**src/rtl/ifh_pkg.sv**
```systemverilog
// Constants and types for the identify-word and idle command block.
// Assumes a 50 MHz device clock and a 32-bit plain register port.
package ifh_pkg;
  // Timing
  localparam int unsigned CLK_PERIOD_NS = 20;
  localparam int unsigned APD_UNIT_NS = 5000000; // One timer count, 5 ms
  localparam int unsigned APD_TICK_CYC = APD_UNIT_NS / CLK_PERIOD_NS;
  localparam int TICK_W = 24;
  // Register byte addresses
  localparam logic [7:0] OFS_CMD = 8'h00;
  localparam logic [7:0] OFS_STATUS = 8'h04;
  localparam logic [7:0] OFS_SEC = 8'h08;
  localparam logic [7:0] OFS_FEAT = 8'h0c;
  localparam logic [7:0] OFS_ERASE = 8'h10;
  localparam logic [7:0] OFS_MPW = 8'h14;
  localparam logic [7:0] OFS_LBA_LO = 8'h18;
  localparam logic [7:0] OFS_LBA_HI = 8'h1c;
  localparam logic [7:0] OFS_ALIGN = 8'h20;
  localparam logic [7:0] OFS_IDW_SEL = 8'h24;
  localparam logic [7:0] OFS_IDW_DATA = 8'h28;
  // Status register bits
  localparam int ST_BUSY_B = 0;
  localparam int ST_INTRQ_B = 1;
  localparam int ST_ERR_B = 2;
  localparam int ST_IDLE_B = 3;
  localparam int ST_DOWN_B = 4;
  localparam int ST_APD_B = 5;
  // Command codes
  localparam logic [7:0] CMD_IDLE_A = 8'h97;
  localparam logic [7:0] CMD_IDLE_B = 8'he3;
  localparam logic [7:0] CMD_IDLI_A = 8'h95;
  localparam logic [7:0] CMD_IDLI_B = 8'he1;
  localparam logic [7:0] CMD_SEC_UNLOCK = 8'hf2;
  localparam logic [7:0] CMD_SEC_ERASE = 8'hf4;
  // Identify word indices
  localparam logic [7:0] W85 = 8'h55;
  localparam logic [7:0] W86 = 8'h56;
  localparam logic [7:0] W87 = 8'h57;
  localparam logic [7:0] W88 = 8'h58;
  localparam logic [7:0] W89 = 8'h59;
  localparam logic [7:0] W92 = 8'h5c;
  localparam logic [7:0] W100 = 8'h64;
  localparam logic [7:0] W101 = 8'h65;
  localparam logic [7:0] W102 = 8'h66;
  localparam logic [7:0] W103 = 8'h67;
  localparam logic [7:0] W128 = 8'h80;
  localparam logic [7:0] W209 = 8'hd1;
  localparam logic [7:0] W217 = 8'hd9;
  // Identify word contents
  localparam logic [15:0] W85_FIXED = 16'h7008;
  localparam logic [15:0] W85_FIX_MASK = 16'h779d;
  localparam logic [15:0] W86_FIXED = 16'h0001;
  localparam logic [15:0] W87_VAL = 16'h4000;
  localparam logic [15:0] W217_VAL = 16'h0001;
  localparam int B85_SEC = 1;
  localparam int B85_WC = 5;
  localparam int B85_LA = 6;
  localparam int B86_APM = 3;
  localparam int B88_SEL = 8;
  localparam int B128_EXP = 4;
  localparam logic UDMA_SUP = 1'b1;
  localparam logic [2:0] UDMA_MAX = 3'h6;
  // Reset values
  localparam logic [15:0] RST_WORD = 16'h0000;
  localparam logic [47:0] RST_MAX_LBA = 48'h0000_0000_0000;

  typedef enum logic [2:0] {
    ST_READY = 3'b001,
    ST_BUSY = 3'b010,
    ST_DONE = 3'b100
  } ifh_state_e;

  // Security state in word 128 order
  typedef struct packed {
    logic level_max;
    logic enh_erase;
    logic frozen;
    logic locked;
    logic enabled;
    logic supported;
  } ifh_sec_s;

  typedef struct packed {
    logic [2:0] udma_mode;
    logic udma_sel;
    logic apm;
    logic look_ahead;
    logic wr_cache;
  } ifh_feat_s;

  typedef struct packed {
    logic [7:0] count;
    logic [7:0] code;
  } ifh_cmd_s;
endpackage : ifh_pkg

```
**src/rtl/ifh_apd_timer.sv**
```systemverilog
// Automatic power-down countdown in 5 ms units.
// Assumes load, off and restart are single-cycle pulses, never together.
`timescale 1ns/10ps
module ifh_apd_timer
  import ifh_pkg::*;
#(
  parameter int unsigned TICK_CYC = APD_TICK_CYC
)
(
  input wire logic sys_clk,
  input wire logic rst_n,
  input wire logic load,
  input wire logic [7:0] count,
  input wire logic off,
  input wire logic restart,
  output logic enabled,
  output logic expire
);
  logic [TICK_W-1:0] pre_q;
  logic [7:0] units_q;
  logic [7:0] reload_q;
  logic run_q;

  // Enable and reload value; count zero is never loaded
  always_ff @(posedge sys_clk)
  begin
    if (!rst_n)
    begin
      enabled <= 1'b0;
      reload_q <= 8'h00;
    end
    else if (off)
    begin
      enabled <= 1'b0;
    end
    else if (load)
    begin
      enabled <= 1'b1;
      reload_q <= count;
    end
  end

  // Countdown; it stops after expiry until a command restarts it
  always_ff @(posedge sys_clk)
  begin
    if (!rst_n)
    begin
      pre_q <= '0;
      units_q <= 8'h00;
      run_q <= 1'b0;
      expire <= 1'b0;
    end
    else
    begin
      expire <= 1'b0;
      if (off)
      begin
        run_q <= 1'b0;
      end
      else if (load || (restart && enabled))
      begin
        units_q <= load ? count : reload_q;
        pre_q <= '0;
        run_q <= 1'b1;
      end
      else if (run_q)
      begin
        if (pre_q == TICK_W'(TICK_CYC - 1))
        begin
          pre_q <= '0;
          if (units_q == 8'h01)
          begin
            run_q <= 1'b0;
            expire <= 1'b1;
          end
          else
          begin
            units_q <= units_q - 8'h01;
          end
        end
        else
        begin
          pre_q <= pre_q + TICK_W'(1);
        end
      end
    end
  end
endmodule : ifh_apd_timer

```
**src/rtl/ifh_top.sv**
```systemverilog
// Identify feature words and idle command handling for a drive.
// Assumes a plain register port and a host that waits for busy to drop.
//
// Summary of operation
// - Word 87 reads 4000h: bit 14 one, bit 15 zero, rest reserved zero.
// - Word 85 bits 3, 12, 13, 14 always read one.
// - Word 85 bits 0, 2, 4, 7 to 10 read zero; 11 and 15 obsolete.
// - Word 85 bits 1, 5, 6 show security, write cache, look-ahead enabled.
// - Word 86 bit 0 one; bits 1, 2, 4 zero.
// - Word 86 bit 3 follows advanced power management enable.
// - Word 88 bits 14 to 8 flag at most one selected Ultra DMA mode.
// - Word 88 bits 6 to 0 report supported modes cumulatively.
// - Word 88 is zero without Ultra DMA; bits 15 and 7 read zero.
// - Word 89 gives erase unit time; host doubles it for minutes.
// - Word 92 returns the stored master password revision code.
// - Words 100 to 103 hold highest user block address plus one.
// - Word 128 bit 8 is one only when enabled at maximum level.
// - Expired attempt count sets word 128 bit 4, aborts unlock, erase.
// - Word 128 bits 5, 3, 2, 1, 0 show erase, frozen, lock, enable, support.
// - Word 209 gives block zero position within the first physical sector.
// - Word 217 reads one, meaning non-rotating media.
// - Idle codes raise busy, enter idle, then drop busy and raise interrupt in the same cycle.
// - Idle with nonzero count loads the 5 ms timer and enables it.
// - Idle with zero count disables automatic power-down.
// - Idle immediate does the same sequence, timer untouched.
//
// Design decisions made here: strobed register access and the address map.
`timescale 1ns/10ps
module ifh_top
  import ifh_pkg::*;
#(
  parameter int unsigned TICK_CYC = APD_TICK_CYC
)
(
  input wire logic sys_clk,
  input wire logic rst_n,
  input wire logic [7:0] reg_addr,
  input wire logic [31:0] reg_wdata,
  input wire logic reg_wr,
  input wire logic reg_rd,
  output logic [31:0] reg_rdata,
  output logic dev_busy,
  output logic dev_intrq,
  output logic dev_err,
  output logic pwr_idle,
  output logic pwr_down
);
  ifh_state_e state_q;
  ifh_cmd_s cmd_q;
  ifh_cmd_s cmd_in;
  ifh_sec_s sec_q;
  ifh_feat_s feat_q;
  logic sec_exp_q;
  logic [15:0] erase_q;
  logic [15:0] mpw_q;
  logic [47:0] max_lba_q;
  logic [15:0] align_q;
  logic [7:0] idw_sel_q;
  logic accept;
  logic status_rd;
  logic apd_en;
  logic apd_expire;
  logic t_load;
  logic t_off;
  logic t_restart;
  logic [15:0] w85;
  logic [15:0] w86;
  logic [15:0] w88;
  logic [15:0] w128;
  logic [47:0] lba_p1;
  logic [15:0] id_word;

  // Idle command code check
  function automatic logic ifh_is_idle(input logic [7:0] code);
    return (code == CMD_IDLE_A) || (code == CMD_IDLE_B);
  endfunction : ifh_is_idle

  // Idle immediate command code check
  function automatic logic ifh_is_idli(input logic [7:0] code);
    return (code == CMD_IDLI_A) || (code == CMD_IDLI_B);
  endfunction : ifh_is_idli

  // Cumulative support mask up to a top mode
  function automatic logic [6:0] ifh_udma_mask(input logic [2:0] top);
    logic [6:0] m;
    m = 7'h00;
    for (int i = 0; i < 7; i++)
    begin
      m[i] = (3'(i) <= top);
    end
    return m;
  endfunction : ifh_udma_mask

  assign cmd_in = ifh_cmd_s'(reg_wdata[15:0]);
  // Commands written while busy are dropped, the host must poll busy first
  assign accept = reg_wr && (reg_addr == OFS_CMD) && (state_q == ST_READY);
  assign status_rd = reg_rd && (reg_addr == OFS_STATUS);

  // Timer control: idle loads or disables, idle immediate leaves it, other commands restart
  assign t_load = (state_q == ST_BUSY) && ifh_is_idle(cmd_q.code)
                  && (cmd_q.count != 8'h00);
  assign t_off = (state_q == ST_BUSY) && ifh_is_idle(cmd_q.code)
                 && (cmd_q.count == 8'h00);
  assign t_restart = accept && !ifh_is_idli(cmd_in.code)
                     && !ifh_is_idle(cmd_in.code);

  ifh_apd_timer #(
    .TICK_CYC(TICK_CYC)
  ) u_timer (
    .sys_clk(sys_clk),
    .rst_n(rst_n),
    .load(t_load),
    .count(cmd_q.count),
    .off(t_off),
    .restart(t_restart),
    .enabled(apd_en),
    .expire(apd_expire)
  );

  // Command sequencer: one busy phase, one finish phase
  always_ff @(posedge sys_clk)
  begin
    if (!rst_n)
    begin
      state_q <= ST_READY;
      cmd_q <= '0;
    end
    else
    begin
      case (state_q)
        ST_READY:
        begin
          if (accept)
          begin
            state_q <= ST_BUSY;
            cmd_q <= cmd_in;
          end
        end
        ST_BUSY:
        begin
          state_q <= ST_DONE;
        end
        ST_DONE:
        begin
          state_q <= ST_READY;
        end
        default:
        begin
          state_q <= ST_READY;
        end
      endcase
    end
  end

  // Busy covers both command phases, interrupt rises on the same edge as its release
  always_ff @(posedge sys_clk)
  begin
    if (!rst_n)
    begin
      dev_busy <= 1'b0;
      dev_intrq <= 1'b0;
    end
    else
    begin
      dev_busy <= accept || (state_q == ST_BUSY);
      if (state_q == ST_DONE)
      begin
        dev_intrq <= 1'b1;
      end
      else if (status_rd || accept)
      begin
        dev_intrq <= 1'b0;
      end
    end
  end

  // Abort status; security commands fail once the count has run out
  always_ff @(posedge sys_clk)
  begin
    if (!rst_n)
    begin
      dev_err <= 1'b0;
    end
    else if (state_q == ST_BUSY)
    begin
      dev_err <= sec_exp_q && ((cmd_q.code == CMD_SEC_UNLOCK)
                 || (cmd_q.code == CMD_SEC_ERASE));
    end
    else if (accept)
    begin
      dev_err <= 1'b0;
    end
  end

  // Power state; a command wakes the device, expiry loses to an accepted command and to an idle command's busy phase
  always_ff @(posedge sys_clk)
  begin
    if (!rst_n)
    begin
      pwr_idle <= 1'b0;
      pwr_down <= 1'b0;
    end
    else if (accept)
    begin
      pwr_down <= 1'b0;
      pwr_idle <= 1'b0;
    end
    else if ((state_q == ST_BUSY)
             && (ifh_is_idle(cmd_q.code) || ifh_is_idli(cmd_q.code)))
    begin
      pwr_idle <= 1'b1;
      pwr_down <= 1'b0;
    end
    else if (apd_expire)
    begin
      pwr_down <= 1'b1;
      pwr_idle <= 1'b0;
    end
  end

  // Software-written configuration registers
  always_ff @(posedge sys_clk)
  begin
    if (!rst_n)
    begin
      sec_q <= '0;
      feat_q <= '0;
      erase_q <= RST_WORD;
      mpw_q <= RST_WORD;
      max_lba_q <= RST_MAX_LBA;
      align_q <= RST_WORD;
      idw_sel_q <= 8'h00;
    end
    else if (reg_wr)
    begin
      if (reg_addr == OFS_SEC)
      begin
        sec_q <= {reg_wdata[8], reg_wdata[5], reg_wdata[3:0]};
      end
      else if (reg_addr == OFS_FEAT)
      begin
        feat_q <= ifh_feat_s'(reg_wdata[6:0]);
      end
      else if (reg_addr == OFS_ERASE)
      begin
        erase_q <= reg_wdata[15:0];
      end
      else if (reg_addr == OFS_MPW)
      begin
        mpw_q <= reg_wdata[15:0];
      end
      else if (reg_addr == OFS_LBA_LO)
      begin
        max_lba_q[31:0] <= reg_wdata;
      end
      else if (reg_addr == OFS_LBA_HI)
      begin
        max_lba_q[47:32] <= reg_wdata[15:0];
      end
      else if (reg_addr == OFS_ALIGN)
      begin
        align_q <= reg_wdata[15:0];
      end
      else if (reg_addr == OFS_IDW_SEL)
      begin
        idw_sel_q <= reg_wdata[7:0];
      end
    end
  end

  // Attempt count expiry is sticky until reset; writing zero has no effect
  always_ff @(posedge sys_clk)
  begin
    if (!rst_n)
    begin
      sec_exp_q <= 1'b0;
    end
    else if (reg_wr && (reg_addr == OFS_SEC) && reg_wdata[B128_EXP])
    begin
      sec_exp_q <= 1'b1;
    end
  end

  // Identify words built from live state
  always_comb
  begin
    w85 = W85_FIXED;
    w85[B85_SEC] = sec_q.enabled;
    w85[B85_WC] = feat_q.wr_cache;
    w85[B85_LA] = feat_q.look_ahead;
    w86 = W86_FIXED;
    w86[B86_APM] = feat_q.apm;
    w88 = 16'h0000;
    if (UDMA_SUP)
    begin
      w88[6:0] = ifh_udma_mask(UDMA_MAX);
      // A mode beyond what is supported is never flagged as selected
      if (feat_q.udma_sel && (feat_q.udma_mode <= UDMA_MAX))
      begin
        w88[B88_SEL + int'(feat_q.udma_mode)] = 1'b1;
      end
    end
    w128 = {7'h00, sec_q.enabled && sec_q.level_max, 2'b00,
            sec_q.enh_erase, sec_exp_q, sec_q.frozen, sec_q.locked,
            sec_q.enabled, sec_q.supported};
  end

  // Capacity one past the highest block address, upper word always zero
  assign lba_p1 = max_lba_q + 48'h0000_0000_0001;

  // Identify word lookup; words outside this block read zero
  always_comb
  begin
    case (idw_sel_q)
      W85: id_word = w85;
      W86: id_word = w86;
      W87: id_word = W87_VAL;
      W88: id_word = w88;
      W89: id_word = erase_q;
      W92: id_word = mpw_q;
      W100: id_word = lba_p1[15:0];
      W101: id_word = lba_p1[31:16];
      W102: id_word = lba_p1[47:32];
      W103: id_word = 16'h0000;
      W128: id_word = w128;
      W209: id_word = align_q;
      W217: id_word = W217_VAL;
      default: id_word = 16'h0000;
    endcase
  end

  // Read data stand for exactly one cycle; unmapped addresses read zero
  always_ff @(posedge sys_clk)
  begin
    if (!rst_n)
    begin
      reg_rdata <= 32'h0000_0000;
    end
    else if (!reg_rd)
    begin
      reg_rdata <= 32'h0000_0000;
    end
    else if (reg_addr == OFS_STATUS)
    begin
      reg_rdata <= {16'h0000, cmd_q.count, 2'b00, apd_en, pwr_down,
                    pwr_idle, dev_err, dev_intrq, dev_busy};
    end
    else if (reg_addr == OFS_SEC)
    begin
      reg_rdata <= {16'h0000, w128};
    end
    else if (reg_addr == OFS_FEAT)
    begin
      reg_rdata <= {25'h0, feat_q};
    end
    else if (reg_addr == OFS_ERASE)
    begin
      reg_rdata <= {16'h0000, erase_q};
    end
    else if (reg_addr == OFS_MPW)
    begin
      reg_rdata <= {16'h0000, mpw_q};
    end
    else if (reg_addr == OFS_LBA_LO)
    begin
      reg_rdata <= max_lba_q[31:0];
    end
    else if (reg_addr == OFS_LBA_HI)
    begin
      reg_rdata <= {16'h0000, max_lba_q[47:32]};
    end
    else if (reg_addr == OFS_ALIGN)
    begin
      reg_rdata <= {16'h0000, align_q};
    end
    else if (reg_addr == OFS_IDW_SEL)
    begin
      reg_rdata <= {24'h000000, idw_sel_q};
    end
    else if (reg_addr == OFS_IDW_DATA)
    begin
      reg_rdata <= {16'h0000, id_word};
    end
    else
    begin
      reg_rdata <= 32'h0000_0000;
    end
  end
endmodule : ifh_top

```
**config.mk**
```make
export PLATFORM = sky130hd
export DESIGN_NAME = ifh_top
export DESIGN_NICKNAME = d
export VERILOG_FILES = /design/src/rtl/ifh_pkg.sv /design/src/rtl/ifh_apd_timer.sv /design/src/rtl/ifh_top.sv
export SDC_FILE = /design/constraint.sdc
export NUM_CORES = 1
export LEC_CHECK = 0
export BUFFER_PORTS_ARGS = -buffer_cell sky130_fd_sc_hd__clkbuf_2
export CAP_MARGIN = 10
export CORE_ASPECT_RATIO = 0.7
export CORE_MARGIN = 4
export CORE_UTILIZATION = 60
export CTS_CLUSTER_SIZE = 20
export DETAILED_ROUTE_END_ITERATION = 10
export PLACE_DENSITY_LB_ADDON = 0.15
export SKIP_CTS_REPAIR_TIMING = 1
export SYNTH_ARGS = -nofsm -noshare
export SYNTH_HDL_FRONTEND = slang
export SYNTH_HIERARCHICAL = 1
export SYNTH_SLANG_ARGS = --single-unit
```
**constraint.sdc**
```tcl
create_clock -name sys_clk -period 3.4 [get_ports sys_clk]
set_clock_uncertainty 0.05 [all_clocks]
set_input_delay 0.34 -clock sys_clk [delete_from_list [all_inputs] [get_ports sys_clk]]
set_output_delay 0.34 -clock sys_clk [all_outputs]
set_load 0.02 [all_outputs]
```
* Yosys cells after proc, flatten, opt, wreduce, memory -nomap -nowiden
Cells that the tools add are included.
** Operators by class
- $add $sub $neg :: 4
- Magnitude comparators :: 3
- Equality and inequality tests :: 39
- Multiplexer cells :: 35
- Bitwise operators :: 12
- Reductions and logical operators :: 54
** Operators by type and width (number)
- case mux 16 bit (12 select lines) :: 1
- two-way mux 16 bit :: 10
- == test 8 bit (second input constant) :: 13
- == test 8 x 7 -> 1 bit (second input constant) :: 9
- two-way mux 24 bit :: 3
- adder 48 x 1 -> 48 bit (second input constant) :: 1
- two-way mux 8 bit :: 5
- == test 8 x 5 -> 1 bit (second input constant) :: 4
- two-way mux 32 bit :: 1
- adder 24 x 1 -> 24 bit (second input constant) :: 1
- == test 24 x 18 -> 1 bit (second input constant) :: 1
- == test 8 x 6 -> 1 bit (second input constant) :: 3
- == test 8 x 4 -> 1 bit (second input constant) :: 2
- logical AND 1 bit :: 16
- logical NOT 8 bit :: 2
- two-way mux 1 bit :: 12
- NOT 1 bit :: 12
- nonzero test 2 bit :: 5
- OR reduction 5 bit :: 2
- logical OR 1 bit :: 9
- AND reduction 9 bit :: 1
- == test 8 x 1 -> 1 bit (second input constant) :: 1
- == test 8 x 3 -> 1 bit (second input constant) :: 1
- AND reduction 2 bit :: 4
- 25 further kinds :: 28
** Storage, ports and cells
- Bits in registers :: 217
- Input bits :: 44
- Output and inout port bits :: 37
- Logic and storage cells :: 183

* Depth between registers and ports, before layout
Gate-level depths: netlist of run 1.
- Depth after elaboration :: 17
- Depth in mapped cells :: 13
- Mapped depth without buffers :: 11

* Modules after synthesis
Netlist of run 1, hierarchy kept.
** Modules (own cells, without submodules)
- ifh_top :: times used 1, cells an instance 1212, area each 9644.2 um^2, sequential area each 3483.3 um^2
- ifh_apd_timer :: times used 1, cells an instance 279, area each 2278.4 um^2, sequential area each 860.8 um^2

* Worst setup path before layout of run 1
Ideal clock, no wire load.
- Kind :: input -> register
- From :: input port reg_addr[3]
- To :: register u_timer.pre_q[16]
- Setup time :: 0.117 ns
- Arrival :: 2.410 ns
- Required time :: 3.233 ns
- Slack :: 0.823 ns
- Cell stages on the path :: 10
- Path buffers :: 2
- Path through :: buf_6 -> or4_4 -> nor3_1 -> o31a_1 -> a211o_1 -> nand2_1 -> clkbuf_1 -> nor4_1 -> xnor2_1 -> nor2_1
** Between the ends
- Word-level cells in the longest chain between the ends :: 9
- Elaborated cells between the ends (all ways) :: 10
- Those cells by class :: 1 x mux; 9 x reduce/logical
** RTL lines
- start: declaration :: RTL line ifh_top.sv:37 : input wire logic [7:0] reg_addr,
- logical NOT 8 bit (*) :: RTL line ifh_top.sv:96 : assign accept = reg_wr && (reg_addr == OFS_CMD) && (state_q == ST_READY);
- logical AND 1 bit (*) (2 in series) :: RTL line ifh_top.sv:96
- logical AND 1 bit (*) :: RTL line ifh_top.sv:104 : assign t_restart = accept && !ifh_is_idli(cmd_in.code)
- logical AND 1 bit (*) :: RTL line ifh_top.sv:105 : && !ifh_is_idle(cmd_in.code);
- net t_restart :: RTL line ifh_top.sv:65 : logic t_restart;
- logical AND 1 bit (*) :: RTL line ifh_apd_timer.sv:60 : else if (load || (restart && enabled))
- logical OR 1 bit (*) :: RTL line ifh_apd_timer.sv:60
- nonzero test 2 bit (no line)
- AND reduction 2 bit (no line)
- end signal: assignment :: RTL line ifh_apd_timer.sv:83 : pre_q <= pre_q + TICK_W'(1);
- end: declaration :: RTL line ifh_apd_timer.sv:19 : logic [TICK_W-1:0] pre_q;
Mark *: on every way through the listed nets, which the timed path passes. The rest lies on a longest branch.
A chain may end at the register's enable or synchronous reset.

* Worst setup path in the final report of run 1
- From :: register state_q[1]
- To :: register u_timer.units_q[1]
** Between the ends
- Elaborated cells between the ends (all ways) :: 17
- Those cells by class :: 3 x eq/ne; 2 x mux; 1 x bitwise; 11 x reduce/logical
** RTL lines
- start: declaration :: RTL line ifh_top.sv:48 : ifh_state_e state_q;
- start signal: assignment :: RTL line ifh_top.sv:125 : state_q <= ST_READY;
- start signal: assignment :: RTL line ifh_top.sv:135 : state_q <= ST_BUSY;
- start signal: assignment :: RTL line ifh_top.sv:141 : state_q <= ST_DONE;
- == test 3 x 2 -> 1 bit (*) :: RTL line ifh_top.sv:100 : assign t_load = (state_q == ST_BUSY) && ifh_is_idle(cmd_q.code)
- logical AND 1 bit (*) :: RTL line ifh_top.sv:100
- logical AND 1 bit (*) :: RTL line ifh_top.sv:101 : && (cmd_q.count != 8'h00);
- net t_load :: RTL line ifh_top.sv:63 : logic t_load;
- logical OR 1 bit :: RTL line ifh_apd_timer.sv:60
- != test 2 x 1 -> 1 bit (no line) or nonzero test 2 bit (tied branches)
- AND reduction 4 bit (no line)
- end signal: assignment :: RTL line ifh_apd_timer.sv:62 : units_q <= load ? count : reload_q;
- end signal: assignment :: RTL line ifh_apd_timer.sv:78 : units_q <= units_q - 8'h01;
- end: declaration :: RTL line ifh_apd_timer.sv:20 : logic [7:0] units_q;
Marked as above.

==> summary.md, run 1 <==
| Metric | Value |
|---|---|
| Asr flop ratio synth | `0%` |
| R2r setup slk | `0.37 ns` |
| Crit path to | `u_timer/units_q[1]$_SDFFE_PN0P_` |
| Via density | `6.67` |
| Worst setup path start | `state_q[1]$_SDFFE_PN0P_` |
| Crit-path slowest cell | `a2111oi_0` |
| Worst path cell trace | `nor3b_1 -> nand3b_1 -> nor2_1 -> nand2_1 -> a21oi_1 -> buf_4 -> inv_1 -> nand2_1 -> a31oi_1 -> a2111oi_0 -> a211oi_1` |
| Cells on worst reg2reg path | `11` |
| Initial DRC Count | `1703` |
| Worst Tran Pin Value | `0.997 ns` |
| Cells after Synth | `1491` |
| Status | `complete, but fails checks` |
| PD cells | `403 nW/um^2` |
| # setup viols final | `0` |
| Post-Syn Area | `11900 sq um` |
| Worst hold slack | `-0.00650 ns` |
| Die Ht | `126 microns` |
| Setup TNS | `0 ns` |
| Sequential cell area fraction in the yosys report | `36.4%` |
| First-pass GRT wire length | `64300 microns` |
| CTS tree | `built` |
| Die ar. | `22200 sq um` |
| DR vias | `12200` |
| Adder-Cell Fraction of Synth Area | `0.420%` |
| DR WL/cell | `22.9 microns` |
| Clock Tree Root | `clkbuf_16` |
| Area Growth Syn to Fin | `12.1%` |
| Chip Width | `176 microns` |
| Yosys warnings | `6` |
| R2r startpoint | `state_q[1]$_SDFFE_PN0P_` |
| # DRC | `0` |
| Main combinational cell family by area after synthesis | `simple AND/OR/NAND/NOR gates` |
| Io pins | `81` |
| HP Class | `primary input to flip-flop` |
| Crit path DAT | `3.36 ns` |
| Final hold vios | `1` |
| GPL Wtd Cong | `1.02` |
| CP most frequent cell | `nand2_1` |
| Slew Viols, Final | `0` |
| Number of global-route vias before repair | `11100` |
| Seq cells post-synth | `217` |
| RSZ-0062 raised after global routing | `no` |
| Syn_nets | `1539` |
| Simple logic cell fraction of the synthesized area | `30.3%` |
| Startpoint Class | `flip-flop` |
| Placed cell count | `1785` |
| Worst path bufs/invs | `2` |
| Slew headroom | `33.5%` |
| Area of the core | `19200 sq um` |
| Maximum vdd drop | `0.378 mV` |
| Complex-gate fraction of the synthesized area | `21.6%` |
| Routed Antenna Nets | `0` |
| Failing checks | `negative hold slack` |
| CP Data Required Time | `3.73 ns` |
| Starting density of the core | `62.2%` |
| Clock Tree Buf Depth | `3` |
| Tot Pwr | `5.39 mW` |
| Worst-path clk slew | `0.06 ns` |
| Initial antenna violation count | `1` |
| Maxcap violations | `0` |
| Share of layout cells above drive strength 1 | `13.5%` |
| Post-layout min period | `3.03 ns` |
| ANT cells | `0` |
| Cell row count | `42` |
| Synth Area in XOR/XNOR | `5.00%` |
| Critical-path maximum fanout | `16` |
| Total iterations of the first detailed-routing run | `6` |
| Pleak | `4.63 nW` |
| Period utilisation layout | `89.2%` |
| Largest net degree at the start of global routing | `103` |
| Most frequent cells in the layout | `nand2_1, dfxtp_1, a21boi_0` |
| Distinct cells, synth | `89` |
| Crit end category | `flip-flop` |
| CTS buffer count | `22` |
| Grt ovf | `0` |
| Tot GR Track Use | `36.3%` |
| Critical path type | `flip-flop to flip-flop` |
| Clock Sinks | `217` |
| Most used DFF post-synth | `dfxtp_1` |
| Post-DP HPWL | `30900 microns` |
| H-tree depth | `1` |
| Clk Latency, worst-skew pair | `0.52 ns` |
| Slowest cell delay on critical path | `0.47 ns` |
| Max Clock Freq | `330 MHz` |
| Nets | `1594` |
| Number of synthesized flops with an enable pin | `0` |
| Fin cells | `1826` |
| Syn Area/Cell | `8.00 sq um` |
| Mux share of post-synthesis cell area | `1.63%` |
| IO buf count | `80` |
| Capturing point of the worst reg2reg path | `u_timer/units_q[1]$_SDFFE_PN0P_` |
| Critical Path Stages | `11` |
| Routed WL | `41800 microns` |
| Commonest non-fill, non-tap cell in the layout | `nand2_1` |
| Top delay family on crit path | `simple AND/OR/NAND/NOR gates` |
## per-layer routing
metal	global-route usage [%]	share of wire, %
met4	10.2	3.4
met1	56.5	44
met2	49.4	39
met3	8.84	14
met5	0	0.031
## Yosys cell counts (5+ instances only)
cell type	number	area, sq um
nand2_1	345	1290
dfxtp_1	217	4340
a21boi_0	108	811
nor2_1	86	323
nand3_1	51	255
clkbuf_1	46	173
buf_2	42	210
xnor2_1	41	359
a21oi_1	36	180
nor3_1	31	155
o21ai_0	31	155
a221oi_1	27	236
and2_1	27	169
xor2_1	27	236
nand4_1	26	163
nor4_1	26	163
and3_1	22	138
nor2b_1	20	125
inv_1	19	71.3
a21boi_1	18	135
mux2i_1	16	160
and4_1	15	131
a211oi_1	12	90.1
o22ai_1	12	75.1
a22oi_1	11	82.6
o211ai_1	10	75.1
a31oi_1	9	56.3
nor3b_1	7	52.6
o221ai_1	7	61.3
or3_1	7	43.8
a22o_1	6	52.6
nand3b_1	6	45.0
a2111oi_0	5	43.8
a221oi_2	5	75.1
a32oi_1	5	43.8
buf_4	5	37.5
buf_6	5	56.3
nand2b_1	5	31.3
o21a_1	5	37.5
o31ai_1	5	37.5
## flip-flops by register name, indices dropped and copies added, names as in the netlist
register	cells
sec_q	6
align_q	16
cmd_q	16
u_timer/enabled	1
feat_q	7
dev_err	1
pwr_down	1
state_q	3
idw_sel_q	8
u_timer/reload_q	8
mpw_q	16
dev_intrq	1
reg_rdata	32
u_timer/units_q	8
u_timer/run_q	1
sec_exp_q	1
max_lba_q	48
pwr_idle	1
u_timer/pre_q	24
erase_q	16
dev_busy	1
u_timer/expire	1
## worst min path at each step
stage | start | to | slack, ns | cells past startpoint
finish | reg_wdata[22] | max_lba_q[22]$_SDFFE_PN0P_ | -0.006 | 3
global route | reg_wdata[23] | max_lba_q[23]$_SDFFE_PN0P_ | 0.01 | 3
CTS | reg_wdata[22] | max_lba_q[22]$_SDFFE_PN0P_ | -0.007 | 3
detailed placement | cmd_q[3]$_SDFFE_PN0P_ | cmd_q[3]$_SDFFE_PN0P_ | 0.41 | 2
global placement | cmd_q[3]$_SDFFE_PN0P_ | cmd_q[3]$_SDFFE_PN0P_ | 0.39 | 2
floorplan | cmd_q[3]$_SDFFE_PN0P_ | cmd_q[3]$_SDFFE_PN0P_ | 0.38 | 2
## cells by family (layout without fill, tap and decap cells)
| group | Yosys count | after routing |
|---|---|---|
| adders and majority gates | 4 | 4 |
| buffers and inverters | 118 | 189 |
| AOI/OAI and AO/OA | 345 | 345 |
| xor gates and xnor gates | 68 | 68 |
| DFF | 217 | 217 |
| muxes | 19 | 19 |
| and+or+nand+nor | 720 | 720 |
## power by group
group	switching [mW]	leakage, nW	internal (mW)
clock network	1.05	0.386	1.59
registers	0.00312	1.75	2.54
logic	0.130	2.50	0.0660
total	1.18	4.63	4.20
## per-stage QoR
step / cell area, sq um / setup slack (ns) / utilization, %
floorplan: 11900 / 0.823 / -
global placement: 12600 / 0.384 / 65.5
detailed placement: 12600 / 0.313 / 65.5
CTS: 13400 / 0.498 / 69.6
global route: 13400 / 0.198 / 69.7
finish: 13400 / 0.368 / 69.7
## worst reg2reg max path: stages (launching register included)
cell and delay [ns]:
dfxtp_1 0.34, nor3b_1 0.36, nand3b_1 0.15, nor2_1 0.22
nand2_1 0.17, a21oi_1 0.20, buf_4 0.25, inv_1 0.13
nand2_1 0.28, a31oi_1 0.20, a2111oi_0 0.47, a211oi_1 0.09
## final cells by class
class	count	area (sq um)
Clock inverter	11	173
Fill cell	1588	5820
Sequential cell	217	4340
Clock buffer	29	618
Multi-Input combinational cell	1156	7030
Timing Repair Buffer	130	795
Inverter	19	71.3
Tap cell	264	330
Note: power is estimated with default switching activity, not from simulation.
==> run 2, diff against run 1 <==
- PLACE_DENSITY: unset -> 0.79
- PLACE_DENSITY_LB_ADDON: 0.15 -> unset
- SETUP_SLACK_MARGIN: unset -> 0.4
- clock period: 3.4 -> 3.7 ns (I/O delays scaled with it)
==> run 2 against run 1 <==
Net effect: the run now ends clean; global-route usage about the same; clock power shrank 19%; sequential share of layout area increased by 0.51 points; cell count shrank 0.71%; combinational power decreased by 10%; clock-buffer cell count up 1; sequential power down 8.2%; die area is the same; setup slack improved by 0.35 ns; critical path type unchanged; largest power group is now sequential cells.
==> summary.md, run 2 (synthesis results as in run 1) <==
| Metric | Value |
|---|---|
| GPL Wtd Cong | `1.03 (was 1.02)` |
| Period utilisation layout | `80.6% (was 89.2%)` |
| Via density | `6.65 (was 6.67)` |
| Initial antenna violation count | `0 (was 1)` |
| Top delay family on crit path | `compound AO/OA/AOI/OAI gates (was simple AND/OR/NAND/NOR gates)` |
| Number of global-route vias before repair | `11100 (about the same)` |
| Slew Viols, Final | `0 (unchanged)` |
| Clock Sinks | `217 (unchanged)` |
| Max reg flops | `48 (unchanged)` |
| Biggest register | `max_lba_q (unchanged)` |
| Reg area | `4340 sq um (unchanged)` |
| Grt ovf | `0 (unchanged)` |
| Io pins | `81 (unchanged)` |
| Maximum vdd drop | `0.378 mV (about the same)` |
| IO buf count | `80 (unchanged)` |
| Area of the core | `19200 sq um (unchanged)` |
| Worst path cell trace | `nor3b_1 -> buf_4 -> nand3b_1 -> nor2_1 -> nand2_1 -> a21oi_1 -> inv_1 -> nand2_1 -> a31oi_1 -> a2111oi_0 -> a211oi_1 (was nor3b_1 -> nand3b_1 -> nor2_1 -> nand2_1 -> a21oi_1 -> buf_4 -> inv_1 -> nand2_1 -> a31oi_1 -> a2111oi_0 -> a211oi_1)` |
| # setup viols final | `0 (unchanged)` |
| RSZ-0062 raised after global routing | `no (unchanged)` |
| DR WL/cell | `22.8 microns (was 22.9 microns)` |
| Routed WL | `41300 microns (was 41800 microns)` |
| Crit end category | `flip-flop (unchanged)` |
| CP Data Required Time | `4.02 ns (was 3.73 ns)` |
| CP most frequent cell | `nand2_1 (unchanged)` |
| Top Registers | `max_lba_q (48), reg_rdata (32), u_timer/pre_q (24) (unchanged)` |
| Critical-path maximum fanout | `9 (was 16)` |
| Critical path type | `flip-flop to flip-flop (unchanged)` |
| HP Class | `primary input to flip-flop (unchanged)` |
| Worst-path clk slew | `0.06 ns (about the same)` |
| Total iterations of the first detailed-routing run | `6 (unchanged)` |
| Maxcap violations | `0 (unchanged)` |
| Fill count | `1640 (was 1588)` |
| Worst path bufs/invs | `2 (unchanged)` |
| Hold Crit Start | `reg_wdata[22] (unchanged)` |
| # DRC | `0 (unchanged)` |
| Post-layout min period | `2.98 ns (was 3.03 ns)` |
| Share of layout cells above drive strength 1 | `12.8% (was 13.5%)` |
| Final Util | `68.6% (was 69.7%)` |
| R2r setup slk | `0.72 ns (was 0.37 ns)` |
| Tot GR Track Use | `36.3% (about the same)` |
| CTS tree | `built (unchanged)` |
| Crit-path slowest cell | `a2111oi_0 (unchanged)` |
| Crit path DAT | `3.31 ns (was 3.36 ns)` |
| Hold path depth | `3 (unchanged)` |
| First-pass GRT wire length | `64500 microns (was 64300 microns)` |
| Slowest cell delay on critical path | `0.45 ns (was 0.47 ns)` |
| Cells on worst reg2reg path | `11 (unchanged)` |
| Max Clock Freq | `335 MHz (was 330 MHz)` |
| Die Ht | `126 microns (unchanged)` |
| ANT cells | `0 (unchanged)` |
| DR vias | `12100 (was 12200)` |
| Cell row count | `42 (unchanged)` |
| Clk Latency, worst-skew pair | `0.51 ns (was 0.52 ns)` |
| Chip Width | `176 microns (unchanged)` |
| Slew headroom | `37.4% (was 33.5%)` |
| Final hold vios | `0 (was 1)` |
| Routed Antenna Nets | `0 (unchanged)` |
| Startpoint Class | `flip-flop (unchanged)` |
| Pleak | `4.52 nW (was 4.63 nW)` |
| H-tree depth | `1 (unchanged)` |
| WHS Endpoint | `max_lba_q[22]$_SDFFE_PN0P_ (unchanged)` |
| Capturing point of the worst reg2reg path | `u_timer/units_q[1]$_SDFFE_PN0P_ (unchanged)` |
| Clock Tree Root | `clkbuf_16 (unchanged)` |
| CTS buffer count | `21 (was 22)` |
| PD cells | `354 nW/um^2 (was 403 nW/um^2)` |
| Area Growth Syn to Fin | `10.3% (was 12.1%)` |
| Status | `completed (was complete, but fails checks)` |
| Worst Tran Pin Value | `0.939 ns (was 0.997 ns)` |
| Starting density of the core | `62.2% (unchanged)` |
| Post-DP HPWL | `30500 microns (was 30900 microns)` |
| Largest net degree at the start of global routing | `111 (was 103)` |
| Setup TNS | `0 ns (unchanged)` |
| Most frequent cells in the layout | `nand2_1, dfxtp_1, a21boi_0 (unchanged)` |
| Clock Tree Buf Depth | `3 (unchanged)` |
| Initial DRC Count | `1890 (was 1703)` |
| R2r startpoint | `state_q[1]$_SDFFE_PN0P_ (unchanged)` |
| Nets | `1584 (was 1594)` |
| Die ar. | `22200 sq um (unchanged)` |
| Multi-input logic area | `7030 sq um (unchanged)` |
| Commonest non-fill, non-tap cell in the layout | `nand2_1 (unchanged)` |
## run 2: worst register-to-register path: cells and delay by family (launching register included)
| kind | cells | cell delay [ns] |
|---|---|---|
| buffers and inverters | 2 | 0.37 |
| DFF | 1 | 0.34 |
| AOI/OAI and AO/OA | 4 | 1.11 |
| and+or+nand+nor | 5 | 1.00 |
## run 2: worst max path at each step
stage,slack (ns),endpoint,from,depth (start not counted)
finish,0.72,u_timer/units_q[1]$_SDFFE_PN0P_,state_q[1]$_SDFFE_PN0P_,11
global route,0.44,u_timer/pre_q[22]$_SDFFE_PN0P_,state_q[1]$_SDFFE_PN0P_,11
CTS,0.80,u_timer/units_q[1]$_SDFFE_PN0P_,state_q[1]$_SDFFE_PN0P_,11
detailed placement,0.52,u_timer/pre_q[23]$_SDFFE_PN0P_,reg_addr[3],9
global placement,0.66,u_timer/pre_q[23]$_SDFFE_PN0P_,reg_addr[3],9
floorplan,1.09,u_timer/pre_q[16]$_SDFFE_PN0P_,reg_addr[3],10
## run 2: stage by stage
| stage | power (mW) | instance area (sq um) | setup slack [ns] | hold WS (ns) | instances |
|---|---|---|---|---|---|
| CTS | 4.66 | 13200 | 0.803 | 0.0322 | 1813 |
| finish | 4.66 | 13200 | 0.716 | 0.0345 | 1813 |
| floorplan | 2.49 | 11900 | 1.09 | 0.376 | 1491 |
| detailed placement | 2.56 | 12500 | 0.522 | 0.396 | 1777 |
| global placement | 2.56 | 12500 | 0.664 | 0.386 | 1777 |
| global route | 4.77 | 13200 | 0.439 | 0.0456 | 1813 |
## run 2: layer usage
layer | wire length [microns] | part of all wire (%) | GRT usage, %
met1 | 18200 | 44 | 56.1
met2 | 16600 | 40 | 50.1
met3 | 5040 | 12 | 8.33
met4 | 1440 | 3.5 | 10.8
met5 | 0 | 0 | 0.219
## run 2: layout make-up
class / count / area share (%)
Clock buffer: 30 / 4.63
Sequential cell: 217 / 33.0
Clock inverter: 6 / 0.438
Timing Repair Buffer: 121 / 5.40
Multi-Input combinational cell: 1156 / 53.5
Tap cell: 264 / 2.51
Inverter: 19 / 0.542
## run 2: report_power, final
part / internal [mW] / total [mW] / switching [mW] / leakage [nW]
registers: 2.34 / 2.34 / 0.00294 / 1.75
logic: 0.0591 / 0.176 / 0.116 / 2.45
clock network: 1.21 / 2.15 / 0.935 / 0.329
